**src/verilog/smmc_regs.vh**
```
// Constants for the safe monitor mode controller.
// Assumes a 100 MHz system clock; included by the controller only.
`ifndef SMMC_REGS_VH
`define SMMC_REGS_VH
// Mode state codes
`define SMMC_MODE_CMD        2'h0
`define SMMC_MODE_SLEEP      2'h1
`define SMMC_MODE_DIAG       2'h2
`define SMMC_MODE_SAFE       2'h3
// Pin function codes (3 bits)
`define SMMC_CFG_INPUT       3'h0
`define SMMC_CFG_SM_HI       3'h6
`define SMMC_CFG_SM_ONESHOT  3'h7
// Timing
`define SMMC_CLK_MHZ         100
`define SMMC_ONESHOT_MS      100
`define SMMC_ONESHOT_CYCLES  (`SMMC_ONESHOT_MS * 1000 * `SMMC_CLK_MHZ)
// Pin mask reset value: all masked
`define SMMC_PIN_MASK_RST    4'hF
`endif

```
**src/verilog/smmc_controller.v**
```verilog
// Operating-mode supervisor: commanded, sleep and safe-monitoring modes.
// Assumes synchronous inputs; watchdog checks, poll results and write
// attempts arrive as one-cycle pulses from neighbouring logic.
//
// Summary of operation
// - Power-up in commanded mode, watchdog off
// - Master enters safe mode on watchdog debounce
// - Timeout from open, closed, divider, unit
// - Exit only by valid key or soft reset
// - Sleep enable enters sleep, starts timer
// - Leave sleep on clear, timer, debounce, reset
// - Sleep suppresses keep-alive and scheduled polls
// - Sleep polls at sleep scan delay interval
// - Sleep poll error sets alert, exits sleep
// - Sleep discards config writes, flags error
// - Each poll status bit individually maskable
// - Safe mode triggers configuration memory load
// - Slave enters safe mode only on pin three
// - Safe entry sets alert; interrupt if enabled
// - Diagnostic window asserts all pin drives
// - Masked pins idle inactive in the window, readback shows drive
// - Code 110 drives active high, idles low
// - Refresh in diagnostic returns to commanded
// - No refresh by delay end asserts pin four
// - Communication fault in safe mode asserts pin three
// - All pins default to inputs
// - One-shot low output pulses low 100ms
// - Interrupt low when any enabled flag set
`timescale 1ns/1ns
`include "smmc_regs.vh"
module smmc_controller #(
   parameter DBNC_W   = 4,                   // Debounce count width
   parameter TIME_W   = 24,                  // Timer width
   parameter ONESHOT  = `SMMC_ONESHOT_CYCLES // One-shot length, cycles
) (
   // Clock and reset
   input  wire              sys_clk,
   input  wire              reset,
   input  wire              software_power_on_reset,
   // Watchdog configuration and events
   input  wire              watchdog_enable,
   input  wire [DBNC_W-1:0] watchdog_fail_debounce,
   input  wire [7:0]        watchdog_open_window,
   input  wire [7:0]        watchdog_closed_window,
   input  wire [3:0]        watchdog_clock_divider,
   input  wire [7:0]        watchdog_time_unit,
   input  wire              watchdog_key_valid,
   input  wire              watchdog_key_invalid,
   input  wire [1:0]        master_slave_select,
   // Sleep control
   input  wire              sleep_enable,
   input  wire [TIME_W-1:0] sleep_notify_timer,
   input  wire              sleep_alert_poll_enable,
   input  wire [TIME_W-1:0] sleep_scan_delay,
   input  wire [DBNC_W-1:0] alert_poll_debounce,
   input  wire              sleep_error_alert_enable,
   // Poll results
   input  wire              poll_result_valid,
   input  wire [15:0]       alert_poll_packet,
   input  wire [15:0]       poll_status_mask,
   input  wire              comm_fault,
   // Write attempts and alert clearing
   input  wire              cfg_write_attempt,
   input  wire              spi_error_enable,
   input  wire              spi_error_clear,
   input  wire              safe_monitor_alert_enable,
   input  wire              safe_monitor_alert_clear,
   input  wire              sleep_error_clear,
   // Safe mode configuration
   input  wire [TIME_W-1:0] gpio_recovery_delay,
   input  wire [3:0]        safe_monitor_pin_mask,
   input  wire              mask_write,
   input  wire [11:0]       pin_function_config,
   input  wire              recovery_pin_three,
   // Outputs
   output reg  [1:0]        mode_reg,
   output reg               cfg_write_accept_reg,
   output reg               keep_alive_enable_reg,
   output reg               poll_request_reg,
   output reg               load_config_reg,
   output reg               safe_monitor_alert_status_reg,
   output reg               sleep_error_alert_status_reg,
   output reg               spi_error_status_reg,
   output reg               alert_n_out_reg,
   output reg               alert_n_oe_reg,
   output reg  [3:0]        pin_drive_readback_reg,
   output reg  [3:0]        pin_out_reg,
   output reg  [3:0]        pin_oe_n_reg,
   output reg  [TIME_W-1:0] watchdog_timeout_reg
);
   // Internal state
   reg [DBNC_W-1:0] wd_fail_reg;        // Consecutive invalid responses
   reg [DBNC_W-1:0] poll_fail_reg;      // Consecutive sleep poll faults
   reg [TIME_W-1:0] timer_reg;          // Sleep notify / diagnostic timer
   reg [TIME_W-1:0] scan_reg;           // Sleep scan interval counter
   reg [3:0]        drive_reg;          // Internal controller drive
   reg [3:0]        pin_mask_reg;       // Per-pin safe monitor mask
   reg              diag_done_reg;      // Past the diagnostic window
   reg [31:0]       shot_reg [0:3];     // One-shot counters per pin
   reg              sleep_en_d_reg;     // Edge detect of sleep enable
   reg              diag_drv_reg;       // Drive still comes from window
   reg [3:0]        act_d_reg;          // Pin assertion, one cycle late
   wire [3:0]       pin_act;            // Drive after the window mask
   wire [31:0]      wd_sum;             // Sum of both windows
   wire [31:0]      wd_span;            // Scaled and shifted timeout
   wire [1:0]       mode_next;
   wire             soft_rst = reset | software_power_on_reset;
   wire             is_master = master_slave_select[1];
   wire             poll_fault = |(alert_poll_packet & ~poll_status_mask);
   integer          i;

   // Mask follows the drive's source, not the mode, so the drive left
   // over from the window cannot leak onto a pin for one cycle
   assign pin_act = drive_reg & ~(pin_mask_reg & {4{diag_drv_reg}});

   // Timeout arithmetic in 32 bits; TIME_W must not exceed 32
   assign wd_sum  = {24'h00_0000, watchdog_open_window}
                    + {24'h00_0000, watchdog_closed_window};
   assign wd_span = (wd_sum * {24'h00_0000, watchdog_time_unit})
                    << watchdog_clock_divider;

   // Pin function field of pin k
   function [2:0] pin_cfg;
      input [11:0] cfg;
      input integer k;
      begin
         pin_cfg = cfg[k*3 +: 3];
      end
   endfunction

   // Timeout grows with both windows, scaled by divider and time unit
   always @(posedge sys_clk) begin
      watchdog_timeout_reg <= wd_span[TIME_W-1:0];
   end

   // Mode sequencing
   reg [1:0] mode_n;
   always @* begin
      mode_n = mode_reg;
      case (mode_reg)
         `SMMC_MODE_CMD: begin
            if (sleep_enable && !sleep_en_d_reg)
               mode_n = `SMMC_MODE_SLEEP;
            else if (is_master && watchdog_enable && watchdog_key_invalid
                     && wd_fail_reg >= watchdog_fail_debounce)
               mode_n = `SMMC_MODE_DIAG;
            else if (!is_master && recovery_pin_three)
               mode_n = `SMMC_MODE_DIAG;
         end
         `SMMC_MODE_SLEEP: begin
            if (!sleep_enable || timer_reg == {TIME_W{1'b0}})
               mode_n = `SMMC_MODE_CMD;
            else if (poll_result_valid && poll_fault
                     && poll_fail_reg >= alert_poll_debounce)
               mode_n = `SMMC_MODE_CMD;
         end
         `SMMC_MODE_DIAG: begin
            if (watchdog_key_valid)
               mode_n = `SMMC_MODE_CMD;
            else if (timer_reg == {TIME_W{1'b0}})
               mode_n = `SMMC_MODE_SAFE;
         end
         `SMMC_MODE_SAFE: begin
            if (watchdog_key_valid)
               mode_n = `SMMC_MODE_CMD;
         end
         default: mode_n = `SMMC_MODE_CMD;
      endcase
   end
   assign mode_next = mode_n;

   // Mode, counters and status flags
   always @(posedge sys_clk) begin
      if (soft_rst) begin
         mode_reg                      <= `SMMC_MODE_CMD;
         wd_fail_reg                   <= {DBNC_W{1'b0}};
         poll_fail_reg                 <= {DBNC_W{1'b0}};
         timer_reg                     <= {TIME_W{1'b0}};
         scan_reg                      <= {TIME_W{1'b0}};
         sleep_en_d_reg                <= 1'b0;
         diag_done_reg                 <= 1'b0;
         load_config_reg               <= 1'b0;
         poll_request_reg              <= 1'b0;
         safe_monitor_alert_status_reg <= 1'b0;
         sleep_error_alert_status_reg  <= 1'b0;
         spi_error_status_reg          <= 1'b0;
         cfg_write_accept_reg          <= 1'b0;
         keep_alive_enable_reg         <= 1'b0;
         pin_mask_reg                  <= `SMMC_PIN_MASK_RST;
      end else begin
         mode_reg       <= mode_next;
         sleep_en_d_reg <= sleep_enable;
         if (mask_write)
            pin_mask_reg <= safe_monitor_pin_mask;
         // Watchdog counts only in commanded mode; sleep disables it
         if (mode_reg != `SMMC_MODE_CMD || watchdog_key_valid)
            wd_fail_reg <= {DBNC_W{1'b0}};
         else if (watchdog_enable && watchdog_key_invalid
                  && wd_fail_reg != {DBNC_W{1'b1}})
            wd_fail_reg <= wd_fail_reg + 1'b1;
         // Timer loads on entry to sleep or diagnostic, else counts down
         if (mode_next == `SMMC_MODE_SLEEP && mode_reg != mode_next)
            timer_reg <= sleep_notify_timer;
         else if (mode_next == `SMMC_MODE_DIAG && mode_reg != mode_next)
            timer_reg <= gpio_recovery_delay;
         else if (timer_reg != {TIME_W{1'b0}})
            timer_reg <= timer_reg - 1'b1;
         // Sleep polling at the scan interval
         poll_request_reg <= 1'b0;
         if (mode_reg == `SMMC_MODE_SLEEP && sleep_alert_poll_enable) begin
            if (scan_reg == {TIME_W{1'b0}}) begin
               scan_reg         <= sleep_scan_delay;
               poll_request_reg <= 1'b1;
            end else
               scan_reg <= scan_reg - 1'b1;
         end else
            scan_reg <= sleep_scan_delay;
         if (mode_reg != `SMMC_MODE_SLEEP)
            poll_fail_reg <= {DBNC_W{1'b0}};
         else if (poll_result_valid)
            poll_fail_reg <= poll_fault ? poll_fail_reg + 1'b1
                                        : {DBNC_W{1'b0}};
         keep_alive_enable_reg <= (mode_next == `SMMC_MODE_CMD);
         cfg_write_accept_reg  <= cfg_write_attempt
                                  && mode_reg != `SMMC_MODE_SLEEP;
         diag_done_reg   <= (mode_next == `SMMC_MODE_SAFE);
         load_config_reg <= (mode_next == `SMMC_MODE_SAFE)
                            && !diag_done_reg;
         // Flags: a set in the same cycle beats a clear
         if (mode_next == `SMMC_MODE_DIAG || mode_reg == `SMMC_MODE_DIAG
             || mode_reg == `SMMC_MODE_SAFE)
            safe_monitor_alert_status_reg <= 1'b1;
         else if (safe_monitor_alert_clear)
            safe_monitor_alert_status_reg <= 1'b0;
         if (mode_reg == `SMMC_MODE_SLEEP && poll_result_valid
             && poll_fault && poll_fail_reg >= alert_poll_debounce)
            sleep_error_alert_status_reg <= 1'b1;
         else if (sleep_error_clear)
            sleep_error_alert_status_reg <= 1'b0;
         if (cfg_write_attempt && mode_reg == `SMMC_MODE_SLEEP)
            spi_error_status_reg <= 1'b1;
         else if (spi_error_clear)
            spi_error_status_reg <= 1'b0;
      end
   end

   // Interrupt pin: open drain, enable low pulls the line low
   always @(posedge sys_clk) begin
      alert_n_out_reg <= 1'b0;
      if (soft_rst)
         alert_n_oe_reg <= 1'b1;
      else
         alert_n_oe_reg <= !((safe_monitor_alert_status_reg
                              && safe_monitor_alert_enable)
                             || (sleep_error_alert_status_reg
                                 && sleep_error_alert_enable)
                             || (spi_error_status_reg
                                 && spi_error_enable));
   end

   // Controller drive; pin four asserted after the window, pin three on comm_fault.
   // Pin three's window drive must not pass for a communication fault.
   always @(posedge sys_clk) begin
      if (soft_rst) begin
         drive_reg    <= 4'h0;
         diag_drv_reg <= 1'b0;
      end else if (mode_reg == `SMMC_MODE_DIAG) begin
         drive_reg    <= 4'hF;
         diag_drv_reg <= 1'b1;
      end else if (mode_reg == `SMMC_MODE_SAFE) begin
         drive_reg[3]   <= 1'b1;
         drive_reg[2]   <= (drive_reg[2] && !diag_drv_reg)
                           || comm_fault;
         drive_reg[1:0] <= 2'b00;
         diag_drv_reg   <= 1'b0;
      end else begin
         drive_reg    <= 4'h0;
         diag_drv_reg <= 1'b0;
      end
   end

   // Pin stage: mask applies during the window only, per pin function
   always @(posedge sys_clk) begin
      for (i = 0; i < 4; i = i + 1) begin
         if (soft_rst) begin
            shot_reg[i]             <= 32'h0000_0000;
            pin_out_reg[i]          <= 1'b0;
            pin_oe_n_reg[i]         <= 1'b1;
            pin_drive_readback_reg[i] <= 1'b0;
            act_d_reg[i]            <= 1'b0;
         end else begin
            pin_drive_readback_reg[i] <= drive_reg[i];
            act_d_reg[i]            <= pin_act[i];
            case (pin_cfg(pin_function_config, i))
               `SMMC_CFG_SM_HI: begin
                  pin_oe_n_reg[i] <= 1'b0;
                  pin_out_reg[i]  <= pin_act[i];
               end
               `SMMC_CFG_SM_ONESHOT: begin
                  // Fires on the rise of the unmasked assertion
                  if (pin_act[i] && !act_d_reg[i])
                     shot_reg[i] <= ONESHOT;
                  else if (shot_reg[i] != 32'h0000_0000)
                     shot_reg[i] <= shot_reg[i] - 1'b1;
                  pin_out_reg[i]  <= 1'b0;
                  pin_oe_n_reg[i] <= (shot_reg[i] == 32'h0000_0000);
               end
               default: begin
                  pin_out_reg[i]  <= 1'b0;
                  pin_oe_n_reg[i] <= 1'b1;
               end
            endcase
         end
      end
   end
endmodule

```
**config.mk**
```make
export PLATFORM = sky130hd
export DESIGN_NAME = smmc_controller
export DESIGN_NICKNAME = d
export VERILOG_FILES = /design/src/verilog/smmc_controller.v
export VERILOG_INCLUDE_DIRS = /design/src /design/src/verilog
export SDC_FILE = /design/constraint.sdc
export NUM_CORES = 1
export LEC_CHECK = 0
export BUFFER_PORTS_ARGS = -buffer_cell sky130_fd_sc_hd__buf_2
export CORE_ASPECT_RATIO = 0.5
export CORE_MARGIN = 2
export CORE_UTILIZATION = 45
export DETAILED_ROUTE_END_ITERATION = 16
export GPL_TIMING_DRIVEN = 0
export HOLD_SLACK_MARGIN = 0.05
export PLACE_DENSITY = 0.62
export SYNTH_ARGS = -nofsm -noshare
export SYNTH_HDL_FRONTEND = slang
export SYNTH_SLANG_ARGS = --single-unit
```
**constraint.sdc**
```tcl
create_clock -name sys_clk -period 9.85 [get_ports sys_clk]
set_input_delay 1.4775 -clock sys_clk [delete_from_list [all_inputs] [get_ports sys_clk]]
set_output_delay 1.4775 -clock sys_clk [all_outputs]
set_load 0.05 [all_outputs]
```
======== Yosys cells after proc, flatten, opt, wreduce, memory -nomap -nowiden ========
Memories as Yosys holds them, arrays and structs flattened.
Cells that the tools add are included.
Widths: inputs -> output; s select.
word-level totals
  output and inout bits ................... 47
  memories ................................ 1
  input bits .............................. 177
  memory bits (writable) .................. 128
  bits in registers ....................... 117
  word-level logic and storage cells ...... 220
memories
  memory    words  bits a word  read ports  clocked after memory_dff  write ports  line                  text
  shot_reg  4      32           4           0                         4            smmc_controller.v:99  reg [31:0] shot_reg [0:3];
cells by class
  equality and inequality tests ........... 17
  $lt $le $gt $ge ......................... 2
  multiply operators ...................... 1
  shifts and indexed selects .............. 1
  muxes and demuxes ....................... 75
  bitwise operators ....................... 19
  reduce and logical (&&, ||, !) cells .... 69
  add/subtract/negate cells ............... 9
operators with widths
  kind                   number
  $mux 32                8
  $logic_not 32->1       4
  $reduce_bool 32->1     4
  $sub 32x1->32 const B  4
  $mux 24                5
  $logic_not 24->1       2
  $sub 24x1->24 const B  2
  $mux 1                 46
  $logic_and 1x1->1      26
  $eq 3x3->1 const B     8
  $reduce_bool 24->1     1
  $shl 17x4->24          1
  $mul 9x8->17           1
  $and 16x16->16         1
  $mux 2                 8
  $not 16->16            1
  $reduce_or 16->1       1
  $reduce_or 2->1        7
  $mux 4                 3
  $logic_not 1->1        10
  $add 8x8->9            1
  $or 1x1->1             9
  $add 4x1->4 const B    2
  $and 4x4->4            2
  14 further kinds       36

======== Logic depth before layout (Yosys ltp) ========
  word-level depth ........................ 12
  depth in mapped cells ................... 25
  mapped depth without buffers ............ 24

======== Worst setup path after synthesis ========
OpenSTA, ideal clock, no wires.
  path kind ............................... input to register
  from .................................... in watchdog_open_window[0]
  to ...................................... reg watchdog_timeout_reg[12]
  slack ................................... 2.452 ns
  stages on the path ...................... 24
  setup time .............................. 0.134 ns
  buffers on the path ..................... 1
  data required time ...................... 9.716 ns
  arrival ................................. 7.264 ns
  cells stage by stage .................... ha_1 -> inv_1 -> fa_1 -> nor2b_1 -> o21ai_0 -> a21boi_0 -> o21ai_0 -> a21boi_0 -> nor2_1 -> and2_1 -> fa_1 -> fa_1 -> fa_1 -> inv_1 -> fa_1 -> inv_1 -> ha_1 -> clkbuf_1 -> nand2_1 -> a211oi_1 -> o21ai_0 -> and2_1 -> mux4_2 -> mux4_2
on the way
  longest elaborated chain between the ends .. 3
RTL lines
  what                  line                   text
  start, declared       smmc_controller.v:43   input wire [7:0] watchdog_open_window,
  $add 8x8->9           smmc_controller.v:118  + {24'h00_0000, watchdog_closed_window};
  $mul 9x8->17          smmc_controller.v:119  assign wd_span = (wd_sum * {24'h00_0000, watchdog_time_unit})
  $shl 17x4->24         smmc_controller.v:119
  via wd_span[12]       smmc_controller.v:105  wire [31:0] wd_span;
  end signal, assigned  smmc_controller.v:133  watchdog_timeout_reg <= wd_span[TIME_W-1:0];
  end, declared         smmc_controller.v:89   output reg [TIME_W-1:0] watchdog_timeout_reg
The timed path passes the listed nets, and every way through them passes these cells.
A chain may end at the register's enable or synchronous reset.

======== Worst setup path after layout ========
Same ends and word-level chain as after synthesis.

==> metrics.csv <==
stage;metric;value;unit
outcome;status;completed;
layout;Final Util;52.92;%
worst_setup_path;Max stage delay cell, worst path;fa_1;
placement;port bufs;218;
logic_synthesis;Synth Area in XOR/XNOR;9.654;%
floorplanning;Core Area;34290;um2
pwr;Power Total;0.004378;W
timing;setup total negative slack;0;ns
logic_synthesis;ys async rst share;0;%
logic_synthesis;Area contributors post-synth;edfxtp_1 25%, dfxtp_1 15%, xnor2_1 6.1%, fa_1 5.5%, nor2_1 5.4%;
clock_tree;clk sink count;242;
detailed_routing;Vias per Instance;5.185;
clock_tree;# hold bufs at CTS;0;
timing;RSZ-0062 raised after global routing;no;
logic_synthesis;unique cell type count in the Yosys netlist;82;
grt;vias in the first global route;12246;
worst_setup_path;Critical Path Start Type;input port;
logic_synthesis;Seq/Total Area, Yosys;39.26;%
timing;Slew @ Worst Pin;1.182;ns
logic_synthesis;Synth Net Count;1953;
timing;max-slew violation count;0;
timing;Slew Limit Headroom;20.58;%
layout;Layout area overhead;16.30;%
logic_synthesis;Synth warnings;0;
grt;grt ovf;0;
logic_synthesis;compound-gate portion of the synthesized area;11.19;%
logic_synthesis;Post-synth EDFFs;128;
grt;total track usage;20.13;%
worst_setup_path;Critical Path AT;8.23;ns
timing;Fmax;127.6;MHz
timing;Final Hold Viols;0;
floorplanning;height of the die;135.7;um
logic_synthesis;largest family of logic cells by synthesized area;simple AND/OR/NAND/NOR gates;
logic_synthesis;mux cell area share after synthesis;3.191;%
placement;Routability Congestion;0.8570;
timing;post-route minimum period;7.836;ns
pwr;Lkg Pwr;7.488;nW
logic_synthesis;Synth Register Bits;242;
logic_synthesis;top-count cell post-synth;nor2_1;
grt;largest net degree at the start of global routing;33;
worst_setup_path;most used cell, CP;fa_1;
floorplanning;IO Pins;224;
pwr;worst vdd ir;0.2957;mV
grt;global-route wire length before repair;59.62;mm
detailed_routing;Vias;12521;
worst_setup_path;WP data required;10.24;ns
logic_synthesis;Simple-Gate Fraction of Synth Area;21.78;%
clock_tree;Clock Path Buffers;3;
clock_tree;CTS tree;built;
timing;fin crit share;79.55;%
logic_synthesis;Adder-Cell Fraction of Synth Area;10.49;%
job;Max-Cap Viols;0;
clock_tree;CTS H-tree lvls;1;
floorplanning;die width;267.4;um
timing;Final setup viols;0;
worst_setup_path;Top delay family on crit path;adder cells;
detailed_routing;Routed WL per cell;14.97;um
worst_setup_path;Max FO, Critical Path;8;
floorplanning;# rows;48;
clock_tree;post_cts resized;0;
logic_synthesis;Post-Syn Area per Cell;9.339;um2
clock_tree;setup bufs post-CTS;0;
worst_setup_path;CP bufs+invs;5;
logic_synthesis;most common flop cell mapped by yosys;edfxtp_1;
logic_synthesis;post-synthesis cell area;15600;um2
worst_setup_path;Setup CP Type;input port to flip-flop;
detailed_routing;DRT Pass-1 Iters;5;
logic_synthesis;top cell type by total area after synthesis;edfxtp_1;
hold_path;Hold WC Path Type;flip-flop to flip-flop;
timing;hold_ws;0.3829;ns
detailed_routing;DRT iter0 DRCs;626;
timing;Worst Clk Skew;0.02008;ns
clock_tree;Skew-Pair Late Insertion Delay;0.54;ns
layout;layout cells sized above 1;16.28;%
logic_synthesis;Synth top cells by count;223 x nor2_1, 130 x nand2_1, 128 x edfxtp_1;
logic_synthesis;share of the synthesized area in the top cell type;24.63;%
layout;Non-Filler Instances;2415;
placement;Post-DP HPWL;27.67;mm
clock_tree;clk root buf;clkbuf_16;
detailed_routing;ANT nets after route;0;
detailed_routing;DRC viols;0;
worst_setup_path;Worst path max stage delay;0.54;ns
placement;post-placement cell count;2365;
detailed_routing;final wirelength;36.15;mm
clock_tree;CTS buffer count;24;
layout;Layout Nets;2199;
floorplanning;area of the die;36270;um2
pwr;PwrDens;241.2;nW/um2
logic_synthesis;cells after synthesis;1671;
grt;initial antenna violation count;5;
clock_tree;Reg clk slew, reported paths;0.06;ns
worst_setup_path;Setup crit end kind;flip-flop;
layout;max FFs per register;128;
floorplanning;initial core utilization;45.50;%
## cell families (layout without fill, tap and decap cells)
group / Yosys count / count (layout)
multiplexers: 41 / 41
XOR/XNOR: 172 / 172
AND/OR/NAND/NOR: 667 / 667
buffers and inverters: 165 / 429
AO/OA/AOI/OAI: 278 / 278
other: 1 / 6
flip-flops: 242 / 242
adder cells (fa/ha/maj): 105 / 105
## per-stage QoR
stage,setup WS (ns),instance area [um2]
3_3_place_gp,1.636,17290
6_report,2.014,18150
3_5_place_dp,1.567,17320
5_1_grt,1.506,18150
2_1_floorplan,2.452,15610
4_1_cts,2.092,18100
## final cells by class
cell class	count	area, um2
fill	3249	16140
antenna	5	12.51
clock inverter	10	112.6
tap	475	594.3
timing repair buffer	220	1139
multi-input combinational	1264	8806
buffer	60	295.3
sequential	242	6126
clock buffer	34	669.4
inverter	105	394.1
## report_power, final
group          internal (W)  switching (W)  total [W]  leakage [nW]
logic              0.000898        0.00136    0.00226          4.75
registers           0.00115      0.0000489    0.00120          2.37
clock network      0.000528       0.000396   0.000924         0.373
total               0.00258        0.00180    0.00438          7.49
## placed cells by master, fill, tap and decap left out, drive strengths merged, types with 10 or more instances in the layout
master / netlist / routed
o21ai: 87 / 87
or4: 21 / 21
nor2b: 32 / 32
ha: 62 / 62
nand2b: 14 / 14
a211oi: 19 / 19
edfxtp: 128 / 128
and2: 49 / 49
a21oi: 71 / 71
fa: 43 / 43
dfxtp: 114 / 114
buf: 25 / 245
nand3: 26 / 26
mux2i: 34 / 34
clkbuf: 35 / 69
or3: 23 / 23
nor2: 223 / 223
nand3b: 12 / 12
inv: 104 / 104
nor3: 60 / 60
a21boi: 10 / 10
xor2: 64 / 64
nand2: 130 / 130
nor3b: 10 / 10
o21a: 12 / 12
nor4: 36 / 36
xnor2: 108 / 108
## routing by layer
metal	up-vias	track usage, %	routed length (um)
met5	-	0	0
met4	0	4.713	646
met3	47	2.581	1219
met2	191	35.86	17980
met1	5948	26.10	16300
li1	6335	-	-
## worst paths after layout
| kind | startpoint | to | slack (ns) | cells after the start |
|---|---|---|---|---|
| hold reg to reg | diag_done_reg | load_config_reg | 0.38 | 1 |
| hold / removal | diag_done_reg | load_config_reg | 0.38 | 1 |
| setup / recovery | watchdog_open_window[0] | watchdog_timeout_reg[12] | 2.01 | 25 |
| setup reg to reg | shot_reg[1][5] | shot_reg[1][4] | 6.20 | 9 |
Note: power is estimated with default switching activity, not from simulation.
